--- src/fsc_consts.svh ---
// Constants for the fail-safe clock monitor: register offsets, field positions,
// reset values, oscillator mode codes and divider and start-up counts.
// Assumes it is included by bare name into every file that needs a figure.
//
// Behaviour
// - Detect failure only after start-up timer expired
// - Monitor active only with fail-safe enable set
// - Monitor every external clock mode
// - Sample clock is low-frequency oscillator divided by 64
// - External falling edge sets detector latch
// - Sample clock rising edge clears detector latch
// - Fail after half sample period without edge
// - On failure switch internal, set fail flag
// - Interrupt when fail flag and enable set
// - Stay internal until firmware switches back
// - Fail-safe frequency follows internal frequency select
// - Reset, sleep or select change clears condition (a select change here clears it only once the external switch succeeds)
// - Select change restarts timer, run internal meanwhile
// - Condition clears only after successful external switch
// - Still failing after switch-back sets flag again (here only in EC, RC and RCIO; timer modes stay in start-up)
// - Timer after reset/wake, skipped in EC, RC
// - Monitor enable also enables two-speed start-up
// - Fail-safe enable bit 13, switchover bit 12
`ifndef FSC_CONSTS_SVH
`define FSC_CONSTS_SVH

// ----------------------------------------------------------------------
// Register offsets
// ----------------------------------------------------------------------
`define FSC_ADDR_CONFIG   3'h0
`define FSC_ADDR_CONTROL  3'h1
`define FSC_ADDR_STATUS   3'h2
`define FSC_ADDR_FLAGS    3'h3
`define FSC_ADDR_ENABLES  3'h4

// ----------------------------------------------------------------------
// Field positions and reset values
// ----------------------------------------------------------------------
`define FSC_CFG_FAILSAFE  13
`define FSC_CFG_SWITCH    12
`define FSC_CFG_MODE_MSB  2
`define FSC_CFG_MODE_LSB  0
`define FSC_CFG_MASK      16'h3FFF
`define FSC_CFG_RESET     16'h3002
`define FSC_CTL_SCS_MSB   1
`define FSC_CTL_SCS_LSB   0
`define FSC_CTL_INTERNAL_FREQ_SELECT_MSB  6
`define FSC_CTL_INTERNAL_FREQ_SELECT_LSB  3
`define FSC_CTL_MASK      16'h007F
`define FSC_CTL_RESET     16'h0000
`define FSC_ST_OST_DONE   0
`define FSC_ST_EXTERNAL   1
`define FSC_ST_FAILSAFE   2
`define FSC_ST_OST_RUN    3
`define FSC_ST_MONITOR    4
`define FSC_FLAG_OSCFAIL  7
`define FSC_EN_OSCFAIL    7

// ----------------------------------------------------------------------
// Oscillator mode and clock select codes
// ----------------------------------------------------------------------
`define FSC_MODE_LP       3'h0
`define FSC_MODE_XT       3'h1
`define FSC_MODE_HS       3'h2
`define FSC_MODE_EC       3'h3
`define FSC_MODE_INTERNAL_OSC   3'h4
`define FSC_MODE_SECOND   3'h5
`define FSC_MODE_RC       3'h6
`define FSC_MODE_RCIO     3'h7
`define FSC_SCS_CONFIG    2'h0
`define FSC_SCS_SECOND    2'h1

// ----------------------------------------------------------------------
// Counts
// ----------------------------------------------------------------------
`define FSC_DIV_HALF      6'h1F
`define FSC_DIV_LAST      6'h3F
`define FSC_DIV_STEP      6'h01
`define FSC_OST_LAST      10'h3FF
`define FSC_OST_STEP      10'h001

`endif

--- src/fsc_pkg.sv ---
// Types shared by the fail-safe clock monitor modules.
// Assumes fsc_consts.svh supplies every numeric figure.
package fsc_pkg;

  // Controller states; the boot state launches the clock after reset
  typedef enum logic [2:0] {
    ST_BOOT,
    ST_SLEEP,
    ST_STARTUP,
    ST_EXTERNAL,
    ST_FAILSAFE,
    ST_INTERNAL
  } fsc_state_e;

  // Register word
  typedef logic [15:0] fsc_word_t;

endpackage

--- src/fsc_detect_if.sv ---
// Link between the clock controller and the fail detector.
// Assumes both ends run on the one system clock.
`timescale 1ns/10ps
interface fsc_detect_if;
  logic extFall;    // One-cycle pulse: external clock fell
  logic lfOsc;      // Sampled low-frequency oscillator level
  logic monitorOn;  // Detector armed
  logic failPulse;  // One-cycle pulse: failure seen
  logic sampleClk;  // Divided sample clock level

  // ----------------------------------------------------------------------
  // Controller end
  // ----------------------------------------------------------------------
  modport ctrl (output extFall, lfOsc, monitorOn, input failPulse, sampleClk);

  // ----------------------------------------------------------------------
  // Detector end
  // ----------------------------------------------------------------------
  modport det (input extFall, lfOsc, monitorOn, output failPulse, sampleClk);
endinterface

--- src/fsc_fail_safe_monitor.sv ---
// Fail-safe clock monitor top: clock source control, start-up timer,
// fail flag, interrupt request and the register port.
// Assumes all pins are synchronous to clock; reset, sleep and wake come
// from the device's power control as one-cycle pulses or levels.
// Reads never stall.
//
// The address-and-strobe port and the register addresses were chosen for this implementation.
`include "fsc_consts.svh"
`timescale 1ns/10ps
module fsc_fail_safe_monitor (
  input  wire logic        clock,
  input  wire logic        reset_n,
  // Pins
  input  wire logic        extClkIn,
  input  wire logic        lfOscIn,
  input  wire logic        sleepEnter,
  input  wire logic        wakeDone,
  // Register port
  input  wire logic [2:0]  regAddr,
  input  wire logic [15:0] regWrData,
  input  wire logic        regWrEn,
  input  wire logic        regRdEn,
  // Outputs
  output logic      [15:0] regRdData,
  output logic             sysClkInternal,
  output logic      [3:0]  intFreqSel,
  output logic             cpuStall,
  output logic             failSafeActive,
  output logic             oscFailIrq
);
  // ----------------------------------------------------------------------
  // Declarations
  // ----------------------------------------------------------------------
  fsc_detect_if detIf ();                       // Link to the detector

  // State

  logic              extPrev_q, extPrev_d;      // Previous external level
  fsc_pkg::fsc_word_t config_q,  config_d;      // Configuration word
  fsc_pkg::fsc_word_t control_q, control_d;     // Oscillator control
  logic              flag_q,    flag_d;         // Oscillator fail flag
  logic              irqEn_q,   irqEn_d;        // Fail interrupt enable
  fsc_pkg::fsc_state_e state_q, state_d;        // Clock controller state
  logic [9:0]        ost_q,     ost_d;          // Start-up edge count
  logic              ostDone_q, ostDone_d;      // Start-up timer expired
  logic              fsCond_q,  fsCond_d;       // Fail-safe condition
  fsc_pkg::fsc_word_t rdData_q,  rdData_d;      // Read data
  logic              sysInt_q,  sysInt_d;       // Running internal
  logic [3:0]        freq_q,    freq_d;         // Internal frequency out
  logic              stall_q,   stall_d;        // Core held in start-up
  logic              irq_q,     irq_d;          // Interrupt request

  // Helpers
  logic              extFall;                   // External falling edge
  logic              wrCtrl;                    // Control register write
  logic              selChange;                 // Clock select changed
  logic [1:0]        selNext;                   // Select after this cycle
  logic [2:0]        mode;                      // Configured mode
  logic              twoSpeed;                  // Two-speed start-up on
  logic              failEn;                    // Fail-safe enabled
  fsc_pkg::fsc_word_t statusWord;               // Live status


  // ----------------------------------------------------------------------
  // Fail detector
  // ----------------------------------------------------------------------
  // Failure detection
  fsc_fail_detector uDetect (
    .clock   (clock),
    .reset_n (reset_n),
    .det     (detIf)
  );


  // Link inputs
  assign detIf.extFall   = extFall;
  assign detIf.lfOsc     = lfOscIn;
  // Armed only while running external after start-up
  assign detIf.monitorOn = failEn && (state_q == fsc_pkg::ST_EXTERNAL);

  // ----------------------------------------------------------------------
  // Decode and edge detection
  // ----------------------------------------------------------------------
  always_comb begin
    // Pin edge
    extPrev_d  = extClkIn;
    extFall    = extPrev_q & ~extClkIn;

    // Config fields
    mode       = config_q[`FSC_CFG_MODE_MSB:`FSC_CFG_MODE_LSB];
    failEn     = config_q[`FSC_CFG_FAILSAFE];
    // Fail-safe enable forces two-speed start-up on
    twoSpeed   = failEn | config_q[`FSC_CFG_SWITCH];

    // Select on write
    wrCtrl     = regWrEn && (regAddr == `FSC_ADDR_CONTROL);
    selNext    = wrCtrl ? regWrData[`FSC_CTL_SCS_MSB:`FSC_CTL_SCS_LSB]
                        : control_q[`FSC_CTL_SCS_MSB:`FSC_CTL_SCS_LSB];
    // Rewrite is no change
    selChange  = wrCtrl &&
                 (selNext != control_q[`FSC_CTL_SCS_MSB:`FSC_CTL_SCS_LSB]);

    // Live status
    statusWord = 16'h0000;
    statusWord[`FSC_ST_OST_DONE] = ostDone_q;
    statusWord[`FSC_ST_EXTERNAL] = (state_q == fsc_pkg::ST_EXTERNAL);
    statusWord[`FSC_ST_FAILSAFE] = fsCond_q;
    statusWord[`FSC_ST_OST_RUN]  = (state_q == fsc_pkg::ST_STARTUP);
    statusWord[`FSC_ST_MONITOR]  = detIf.monitorOn;
  end


  always_ff @(posedge clock) begin
    // Idles low: no false fall
    if (!reset_n) begin
      extPrev_q <= 1'b0;
    end else begin
      extPrev_q <= extPrev_d;
    end
  end

  // ----------------------------------------------------------------------
  // Software registers
  // ----------------------------------------------------------------------
  // Mode field is only read at launch, as a fuse word would be; the fail-safe and switchover bits act at once
  always_comb begin
    // Hold
    config_d  = config_q;
    control_d = control_q;
    irqEn_d   = irqEn_q;
    flag_d    = flag_q;

    // Writes
    if (regWrEn) begin
      case (regAddr)
        `FSC_ADDR_CONFIG:  config_d  = regWrData & `FSC_CFG_MASK;
        `FSC_ADDR_CONTROL: control_d = regWrData & `FSC_CTL_MASK;
        `FSC_ADDR_FLAGS:   flag_d    = regWrData[`FSC_FLAG_OSCFAIL];
        `FSC_ADDR_ENABLES: irqEn_d   = regWrData[`FSC_EN_OSCFAIL];
        default: begin
          config_d = config_q;
        end
      endcase
    end

    // Hardware set beats a software clear in the same cycle
    if (detIf.failPulse) begin
      flag_d = 1'b1;
    end
  end

  always_ff @(posedge clock) begin
    // Fuse defaults
    if (!reset_n) begin
      config_q  <= `FSC_CFG_RESET;
      control_q <= `FSC_CTL_RESET;
      irqEn_q   <= 1'b0;
      flag_q    <= 1'b0;
    end else begin
      config_q  <= config_d;
      control_q <= control_d;
      irqEn_q   <= irqEn_d;
      flag_q    <= flag_d;
    end
  end

  // ----------------------------------------------------------------------
  // Clock controller
  // ----------------------------------------------------------------------
  // Launch picks internal, direct external, or start-up timer first
  function automatic fsc_pkg::fsc_state_e launch(input logic [1:0] sel,
                                                 input logic [2:0] md);
    fsc_pkg::fsc_state_e nxt;
    // Internal: no timer
    if (sel[1]) begin
      nxt = fsc_pkg::ST_INTERNAL;
    // Secondary: timer
    end else if (sel == `FSC_SCS_SECOND) begin
      nxt = fsc_pkg::ST_STARTUP;
    end else begin

      // By mode
      case (md)
        `FSC_MODE_INTERNAL_OSC: nxt = fsc_pkg::ST_INTERNAL;
        `FSC_MODE_EC:     nxt = fsc_pkg::ST_EXTERNAL;   // No timer: monitor at once
        `FSC_MODE_RC:     nxt = fsc_pkg::ST_EXTERNAL;
        `FSC_MODE_RCIO:   nxt = fsc_pkg::ST_EXTERNAL;
        default:          nxt = fsc_pkg::ST_STARTUP;
      endcase
    end

    return nxt;
  endfunction

  always_comb begin
    // Hold
    state_d   = state_q;
    ost_d     = ost_q;
    ostDone_d = ostDone_q;
    fsCond_d  = fsCond_q;

    // Sleep first
    if (sleepEnter) begin
      // Sleep ends any fail-safe condition
      state_d  = fsc_pkg::ST_SLEEP;
      fsCond_d = 1'b0;
    end else if (selChange) begin
      // New select restarts the timer; condition stays until it succeeds
      state_d   = launch(selNext, mode);
      ost_d     = 10'h000;
      ostDone_d = 1'b0;
      // Direct relaunch
      if (state_d != fsc_pkg::ST_STARTUP) begin
        fsCond_d = fsCond_q && (state_d != fsc_pkg::ST_EXTERNAL);
      end
    end else begin
      case (state_q)

        // After reset
        fsc_pkg::ST_BOOT: begin
          state_d   = launch(selNext, mode);
          ost_d     = 10'h000;
          ostDone_d = 1'b0;
        end

        // Await wake
        fsc_pkg::ST_SLEEP: begin
          if (wakeDone) begin
            state_d   = launch(selNext, mode);
            ost_d     = 10'h000;
            ostDone_d = 1'b0;
          end
        end

        // Timer
        fsc_pkg::ST_STARTUP: begin
          if (extFall) begin
            ost_d = ost_q + `FSC_OST_STEP;
            // Last fall
            if (ost_q == `FSC_OST_LAST) begin
              // Switch made: only now is the condition lifted
              state_d   = fsc_pkg::ST_EXTERNAL;
              ostDone_d = 1'b1;
              fsCond_d  = 1'b0;
            end
          end
        end

        // Monitored
        fsc_pkg::ST_EXTERNAL: begin
          // Fail ends it
          if (detIf.failPulse) begin
            state_d  = fsc_pkg::ST_FAILSAFE;
            fsCond_d = 1'b1;
          end
        end

        // Held
        fsc_pkg::ST_FAILSAFE: begin
          state_d = fsc_pkg::ST_FAILSAFE;
        end

        // By choice
        fsc_pkg::ST_INTERNAL: begin
          state_d = fsc_pkg::ST_INTERNAL;
        end

        // Relaunch
        default: begin
          state_d = fsc_pkg::ST_BOOT;
        end
      endcase
    end
  end

  // Synchronous reset clears the condition and relaunches
  always_ff @(posedge clock) begin
    if (!reset_n) begin
      state_q   <= fsc_pkg::ST_BOOT;
      ost_q     <= 10'h000;
      ostDone_q <= 1'b0;
      fsCond_q  <= 1'b0;
    end else begin
      state_q   <= state_d;
      ost_q     <= ost_d;
      ostDone_q <= ostDone_d;
      fsCond_q  <= fsCond_d;
    end
  end

  // ----------------------------------------------------------------------
  // Outputs and read port
  // ----------------------------------------------------------------------
  // All outputs registered; clock mux follows the next state directly
  always_comb begin
    // Source select
    sysInt_d = (state_d != fsc_pkg::ST_EXTERNAL);
    // Frequency follows the select field at all times, so it is set early
    freq_d   = control_d[`FSC_CTL_INTERNAL_FREQ_SELECT_MSB:`FSC_CTL_INTERNAL_FREQ_SELECT_LSB];
    // Without two-speed the core waits for the timer
    stall_d  = (state_d == fsc_pkg::ST_STARTUP) && !twoSpeed;
    // Level request
    irq_d    = flag_d && irqEn_d;

    // Read mux
    rdData_d = 16'h0000;
    if (regRdEn) begin
      case (regAddr)
        `FSC_ADDR_CONFIG:  rdData_d = config_q;
        `FSC_ADDR_CONTROL: rdData_d = control_q;
        `FSC_ADDR_STATUS:  rdData_d = statusWord;
        `FSC_ADDR_FLAGS:   rdData_d[`FSC_FLAG_OSCFAIL] = flag_q;
        `FSC_ADDR_ENABLES: rdData_d[`FSC_EN_OSCFAIL]   = irqEn_q;
        default:           rdData_d = 16'h0000;
      endcase
    end
  end

  always_ff @(posedge clock) begin
    // Start internal
    if (!reset_n) begin
      sysInt_q <= 1'b1;
      freq_q   <= 4'h0;
      stall_q  <= 1'b0;
      irq_q    <= 1'b0;
      rdData_q <= 16'h0000;
    end else begin
      sysInt_q <= sysInt_d;
      freq_q   <= freq_d;
      stall_q  <= stall_d;
      irq_q    <= irq_d;
      rdData_q <= rdData_d;
    end
  end

  // From flops
  assign regRdData      = rdData_q;
  assign sysClkInternal = sysInt_q;
  assign intFreqSel     = freq_q;
  assign cpuStall       = stall_q;
  assign failSafeActive = fsCond_q;
  assign oscFailIrq     = irq_q;
endmodule

--- src/fsc_fail_detector.sv ---
// Fail detector: divides the low-frequency oscillator into the sample clock
// and watches the latch that external falling edges set.
// Assumes its inputs are already sampled on the system clock.
`include "fsc_consts.svh"
`timescale 1ns/10ps
module fsc_fail_detector (
  input  wire logic   clock,
  input  wire logic   reset_n,
  fsc_detect_if.det   det
);
  logic       lfPrev_q, lfPrev_d;   // Previous oscillator level
  logic [5:0] divCnt_q, divCnt_d;   // Sample clock divider
  logic       latch_q,  latch_d;    // Edge-seen latch
  logic       fail_q,   fail_d;     // Failure pulse
  logic       lfRise;               // Oscillator rising edge
  logic       sampleRise;           // Sample clock rising edge
  logic       sampleFall;           // Sample clock falling edge

  // ----------------------------------------------------------------------
  // Next state
  // ----------------------------------------------------------------------
  always_comb begin
    lfPrev_d   = det.lfOsc;
    lfRise     = det.lfOsc & ~lfPrev_q;
    divCnt_d   = lfRise ? divCnt_q + `FSC_DIV_STEP : divCnt_q;
    sampleRise = lfRise && (divCnt_q == `FSC_DIV_HALF);
    sampleFall = lfRise && (divCnt_q == `FSC_DIV_LAST);
    // Disarmed latch reads set, so arming never fakes a failure
    if (!det.monitorOn) begin
      latch_d = 1'b1;
    end else if (det.extFall) begin
      latch_d = 1'b1;
    end else if (sampleRise) begin
      latch_d = 1'b0;
    end else begin
      latch_d = latch_q;
    end
    // Whole high half passed with no external fall
    fail_d = det.monitorOn && sampleFall && !latch_q && !det.extFall;
  end

  // ----------------------------------------------------------------------
  // Registers
  // ----------------------------------------------------------------------
  always_ff @(posedge clock) begin
    if (!reset_n) begin
      lfPrev_q <= 1'b0;
      divCnt_q <= 6'h00;
      latch_q  <= 1'b1;
      fail_q   <= 1'b0;
    end else begin
      lfPrev_q <= lfPrev_d;
      divCnt_q <= divCnt_d;
      latch_q  <= latch_d;
      fail_q   <= fail_d;
    end
  end

  assign det.failPulse = fail_q;
  assign det.sampleClk = divCnt_q[5];
endmodule

--- config.mk ---
export PLATFORM = sky130hd
export DESIGN_NAME = fsc_fail_safe_monitor
export DESIGN_NICKNAME = d
export VERILOG_FILES = /design/src/fsc_pkg.sv /design/src/fsc_detect_if.sv /design/src/fsc_fail_safe_monitor.sv /design/src/fsc_fail_detector.sv
export VERILOG_INCLUDE_DIRS = /design/src
export SDC_FILE = /design/constraint.sdc
export NUM_CORES = 1
export LEC_CHECK = 0
export BUFFER_PORTS_ARGS = -buffer_cell sky130_fd_sc_hd__buf_2
export CAP_MARGIN = 20
export CORE_MARGIN = 1.5
export CORE_UTILIZATION = 40
export CTS_CLUSTER_DIAMETER = 120
export DETAILED_ROUTE_END_ITERATION = 6
export GPL_TIMING_DRIVEN = 0
export PLACE_DENSITY = 0.56
export SLEW_MARGIN = 20
export SYNTH_ARGS = -nofsm -noshare
export SYNTH_HDL_FRONTEND = slang
export SYNTH_HIERARCHICAL = 1
export SYNTH_SLANG_ARGS = --single-unit
--- constraint.sdc ---
create_clock -name clock -period 2.65 [get_ports clock]
set_clock_uncertainty 0.05 [all_clocks]
set_input_delay 0.1325 -clock clock [delete_from_list [all_inputs] [get_ports clock]]
set_output_delay 0.1325 -clock clock [all_outputs]
set_load 0.05 [all_outputs]
======== Yosys cells after proc, flatten, opt, wreduce, memory -nomap -nowiden ========
Index checks and enable logic that the tools add are counted.
operators by class
  $mul .................................... 0
  equal/unequal tests ..................... 27
  shift-type cells ........................ 0
  divide/modulo/power cells ............... 0
  $lt $le $gt $ge ......................... 0
  reduce and logical (&&, ||, !) cells .... 28
  bitwise logic cells ..................... 8
  add/sub/neg operators ................... 2
  muxes and demuxes ....................... 35
operators by type and width
  cell                                                    number
  2-to-1 mux 10 bit                                       3
  2-to-1 mux 3 bit                                        10
  case mux 10 bit (3 select lines)                        1
  case mux 7 bit (3 select lines)                         1
  == test 3 x 2 -> 1 bit (second input constant)          6
  == test 3 bit (second input constant)                   6
  inequality test 3 x 2 -> 1 bit (second input constant)  6
  case mux 3 bit (6 select lines)                         1
  2-to-1 mux 1 bit                                        14
  logical AND 1 bit                                       11
  adder 10 x 1 -> 10 bit (second input constant)          1
  == test 10 bit (second input constant)                  1
  AND reduction 5 bit                                     2
  adder 6 x 1 -> 6 bit (second input constant)            1
  == test 3 x 1 -> 1 bit (second input constant)          2
  == test 6 x 5 -> 1 bit (second input constant)          1
  == test 6 bit (second input constant)                   1
  zero test 3 bit                                         2
  case mux 1 bit (3 select lines)                         2
  case mux 3 bit (2 select lines)                         1
  AND reduction 2 bit                                     3
  OR reduction 3 bit                                      2
  inverter 1 bit                                          5
  AND reduction 4 bit                                     1
  other kinds (13)                                        16
word-level totals
  RAM bits ................................ 0
  logic and storage cells ................. 119
  output and inout bits ................... 24
  memories ................................ 0
  ROM bits ................................ 0
  bits in latches ......................... 0
  bits in registers ....................... 67

======== Depth between registers and ports, before layout ========
  word-level depth ........................ 12
  gate-level depth with buffers ........... 7

======== Hierarchy ========
The synthesis kept the hierarchy.
by module, submodules not included
  module                 instances  cells each  area an instance (um^2)
  fsc_fail_safe_monitor  1          301         2613.8
  fsc_fail_detector      1          37          395.4

======== Worst setup path before layout ========
Ideal clock, no wire load.
  kind .................................... register to register
  start point ............................. reg state_q[0]
  end point ............................... reg ost_q[6]
  setup slack ............................. 1.038 ns
  data arrival time ....................... 1.490 ns
  cell stages (with the launch flop) ...... 8
  path buffers ............................ 2
  library setup time ...................... 0.072 ns
  cells stage by stage .................... dfxtp_1 -> buf_2 -> nor2b_1 -> o2bb2ai_1 -> a21oi_2 -> buf_2 -> nor4b_2 -> mux2i_1
between the ends
  cells in the longest elaborated chain, start to end .. 3
  elaborated cells on any way between the ends .. 9
ends and longest elaborated chain
  what                                                                              RTL line                      RTL
  start: declaration                                                                fsc_fail_safe_monitor.sv:43   fsc_pkg::fsc_state_e state_q, state_d;
  start signal: assignment                                                          fsc_fail_safe_monitor.sv:279  state_q <= fsc_pkg::ST_BOOT;
  start signal: assignment                                                          fsc_fail_safe_monitor.sv:284  state_q <= state_d;
  == test 3 x 2 -> 1 bit, or another cell as far along                              fsc_fail_safe_monitor.sv:217  case (state_q)
  inequality test 3 x 2 -> 1 bit (no source line), or another cell as far along     --
  AND reduction 4 bit (no source line) / 2-to-1 mux 10 bit (equally long branches)  --
  end signal: assignment                                                            fsc_fail_safe_monitor.sv:285  ost_q <= ost_d;
  end: declaration                                                                  fsc_fail_safe_monitor.sv:44   logic [9:0] ost_q, ost_d;
Several ways; a longest one is shown, not always the timed one.
A chain may end at the register's enable or synchronous reset.

======== Worst setup path after layout ========
  start point ............................. reg state_q[0]
  end point ............................... reg ost_q[3]
The elaborated chain is that of the path after synthesis.

==> results.md <==
- Outcome: completed
- Number of synthesized register bits: 65
- Crit-path max FO: 9
- Crit path cell chain: buf_2, nor2b_1, o41ai_1, nor2_1, inv_2, a21oi_1
- Final routed DRC violation total: 0
- Setup violations, final: 0
- Initial antenna violation count: 0
- Reg2reg setup slack: 0.65 ns
- Critical Path Source: state_q[0]
- Pre-antenna DRT Iters: 4
- RSZ-0062 raised after global routing: false
- Met3 wire length: 287 um
- WP data required: 2.82 ns
- Hold Path Class: primary input to register
- Comb pwr share: between 10% and 20%
- Max-slew violation count: 0
- H-tree level count: 3
- VDD IR max: 0.212 mV
- Clock buffer depth: 2
- DRT Wirelength: 7040 um
- Syn Inst Count: between 300 and 400
- CP Data Arrival Time: 2.17 ns
- Vias/cell: 5.15
- Synth Flop Type: dfxtp_1
- Clock power share: 39.6%
- Placed Instances: 483
- Die Span Y: 89.7 um
- Clk Latency, worst-skew pair: 0.34 ns
- Slowest cell delay on critical path: a little under 0.7 ns
- Worst setup SP type: register
- Crit path max-delay family: compound AO/OA/AOI/OAI gates
- Worst hold start: regRdEn
- Syn Area/Cell: 8.90 um^2
- CTS Buf Count: 9
- Sw Share: 25.1%
- Worst r2r dst: ost_q[3]
- Port Buffers: 45
- Leak: 0.00144 uW
- Internal: 1530 uW
- WL/cell: 13.8 um
- Die width: about 90 um
- Max Cap Viol: 0
- Most frequent cells in the layout: dfxtp_1 (65), nand2_1 (55), buf_2 (48), nor2_1 (17), mux2i_1 (17)
- Post_cts resized: 0
- Top Ports: 51
- First-pass GRT wire length: between 10000 and 15000 um
- DR WL met2: 3120 um
- Hold path endpoint: regRdData[7]
- Layout cells sized above 1: around a fifth
- All-layer global routing usage: approximately 18%
- Buffer type at the clock tree root: clkbuf_8
- Fmax: 0.499 GHz
- Die area: approximately 8100 um^2
- Hold path depth: 3
- Post-Syn Area: 3010 um^2
- EDFF count, synth: 0
- Slew HR: 43.7%
- Crit path max-delay cell type: o41ai_1
- Leading cell type in the layout, fill and taps excluded: dfxtp_1
- Setup crit end kind: register
- Largest net degree at the start of global routing: 12
- Post-route setup TNS: 0 ns
- Final GP Congestion: 0.810
- HPWL after DPL: 4820 um
- # diodes: 0
- Grt ovf: 0
- Top Layer Used: met4
- DRT antenna net count: 0
- Hold Vio Cnt, Final: 0
- TritonCTS clock tree: yes
- Overall power: 2040 uW
- Initial Util: 41.5%
- Part of the cycle the worst path needs: 75.6%
- R2R depth: 6
- Worst r2r src: state_q[0]
- Hold WS: 0.00800 ns
- Fin cells: 509
- Layout Area Growth over Synthesis: 21.8%
- Sequential share of the synthesized area: 43.2%
- Fin nets: 436
- Sequential share of power: 49.4%
- Worst Tran Pin Value: 0.834 ns
- Async set-reset flop share out of synthesis: 0%
- Rows: 31
- Warnings from Yosys: 6
- Fillers: 726
- DR iter-0 viols: 157
- Clk slew on worst S/H paths: 0.06 ns
- Vias in the first global route: 2392
- CP bufs+invs: 2
- Crit Path Class: register to register
- Clock sinks: 65
- Crit path time final: 2.00 ns
- P per Cell Area: 557 nW/um^2
- Vias: 2620
- Yosys cell types: 61
- Wl on met1: ~3500 um
- Psw: 512 uW
- Core Box Area: 7250 um^2
==> sequential cells by signal, indices dropped and copies added, names as in the netlist <==
signal / flops
regRdData: 14
config_q: 14
uDetect/divCnt_q: 6
oscFailIrq: 1
uDetect/det.failPulse: 1
irqEn_q: 1
extPrev_q: 1
control_q: 7
ostDone_q: 1
state_q: 3
failSafeActive: 1
cpuStall: 1
sysClkInternal: 1
uDetect/lfPrev_q: 1
uDetect/latch_q: 1
flag_q: 1
ost_q: 10
==> layer usage <==
metal	GRT usage, %	vias to the layer above
met5	0	-
met4	9.52	0
met3	3.89	16
met2	28.5	58
met1	23.7	1225
li1	-	1321
==> area by class of cell <==
class                   instances  area (um^2)  share of cell area (%)
plain buffers                  22          124                    3.38
clock buffers                  10          138                    3.76
clock inverters                 4         45.0                    1.23
inverters                       6         22.5                   0.615
multi-input cells             246         1570                    42.7
flip-flops and latches         65         1300                    35.5
well taps                      99          124                    3.38
repair buffers                 57          345                    9.42
==> worst max-delay path by stage <==
stage           endpoint  slack [ns]  cells past startpoint
4_1_cts         ost_q[3]        0.68                      6
6_report        ost_q[3]        0.65                      6
5_1_grt         ost_q[4]        0.46                      6
3_5_place_dp    ost_q[4]        0.69                      6
2_1_floorplan   ost_q[6]        1.04                      7
3_3_place_gp   ostDone_q        0.66                      6
==> tightest hold or removal path, cell delays in order <==
cell and delay [ns]:
buf_2 0.09, nand2_1 0.07, nor2_1 0.05
==> kinds of logic (layout without fill, tap and decap cells) <==
family	after synthesis	in the layout	share of synthesized area, %
adders and majority gates	2	2	0.831
DFF	65	65	43.2
and+or+nand+nor	155	155	28.2
other	1	2	0.125
AOI/OAI and AO/OA	65	65	15.5
buffers and inverters	28	99	4.86
xor gates and xnor gates	4	4	1.16
muxes	18	18	6.15
==> through the flow <==
stage	worst slack [ns]	cell area, um^2	utilization, %
after global routing	0.459	3660	50.5
final	0.647	3660	50.5
after global placement	0.662	3360	46.4
after CTS	0.676	3660	50.5
after floorplan	1.04	3010	-
after detailed placement	0.695	3360	46.4
==> cell usage after synthesis, drive strengths merged (2+ instances only) <==
library cell   n  area share [%]
a211oi         4             1.0
a21boi        19             4.7
o21ai          6             1.0
or4            2            0.50
nand3b         2            0.91
and3           2            0.42
nand2b         5             1.0
nor2          17             2.1
clkbuf         9             1.1
nor3           7             1.2
o22ai          2            0.42
nand3         12             2.2
inv            6            0.75
a41oi          2            0.58
nor4           4             1.5
buf           13             3.0
nor2b         11             2.3
dfxtp         65              43
nand4b         2            0.58
and2b          2            0.54
and2          15             3.2
nand4          5             1.0
xnor2          3            0.87
nor4b          2             1.0
or3            8             1.7
ha             2            0.83
a21oi         14             2.8
a31oi          4            0.83
o31ai          4             1.0
mux2i         17             5.7
nand2         55             6.9
==> power groups by stage <==
stage                     registers (uW)  clock network [uW]  logic (uW)
after global routing                1010                 880         246
after global placement              1030                   0         208
after CTS                           1010                 838         224
after floorplan                     1040                   0         137
after detailed placement            1030                   0         209
final                               1010                 808         225
==> repair_timing <==
item,4_1_cts,5_1_grt
endpoints found under the hold margin,17,0
hold buffers,12,0
setup buffers,0,0
(Power assumes the default switching activity.)
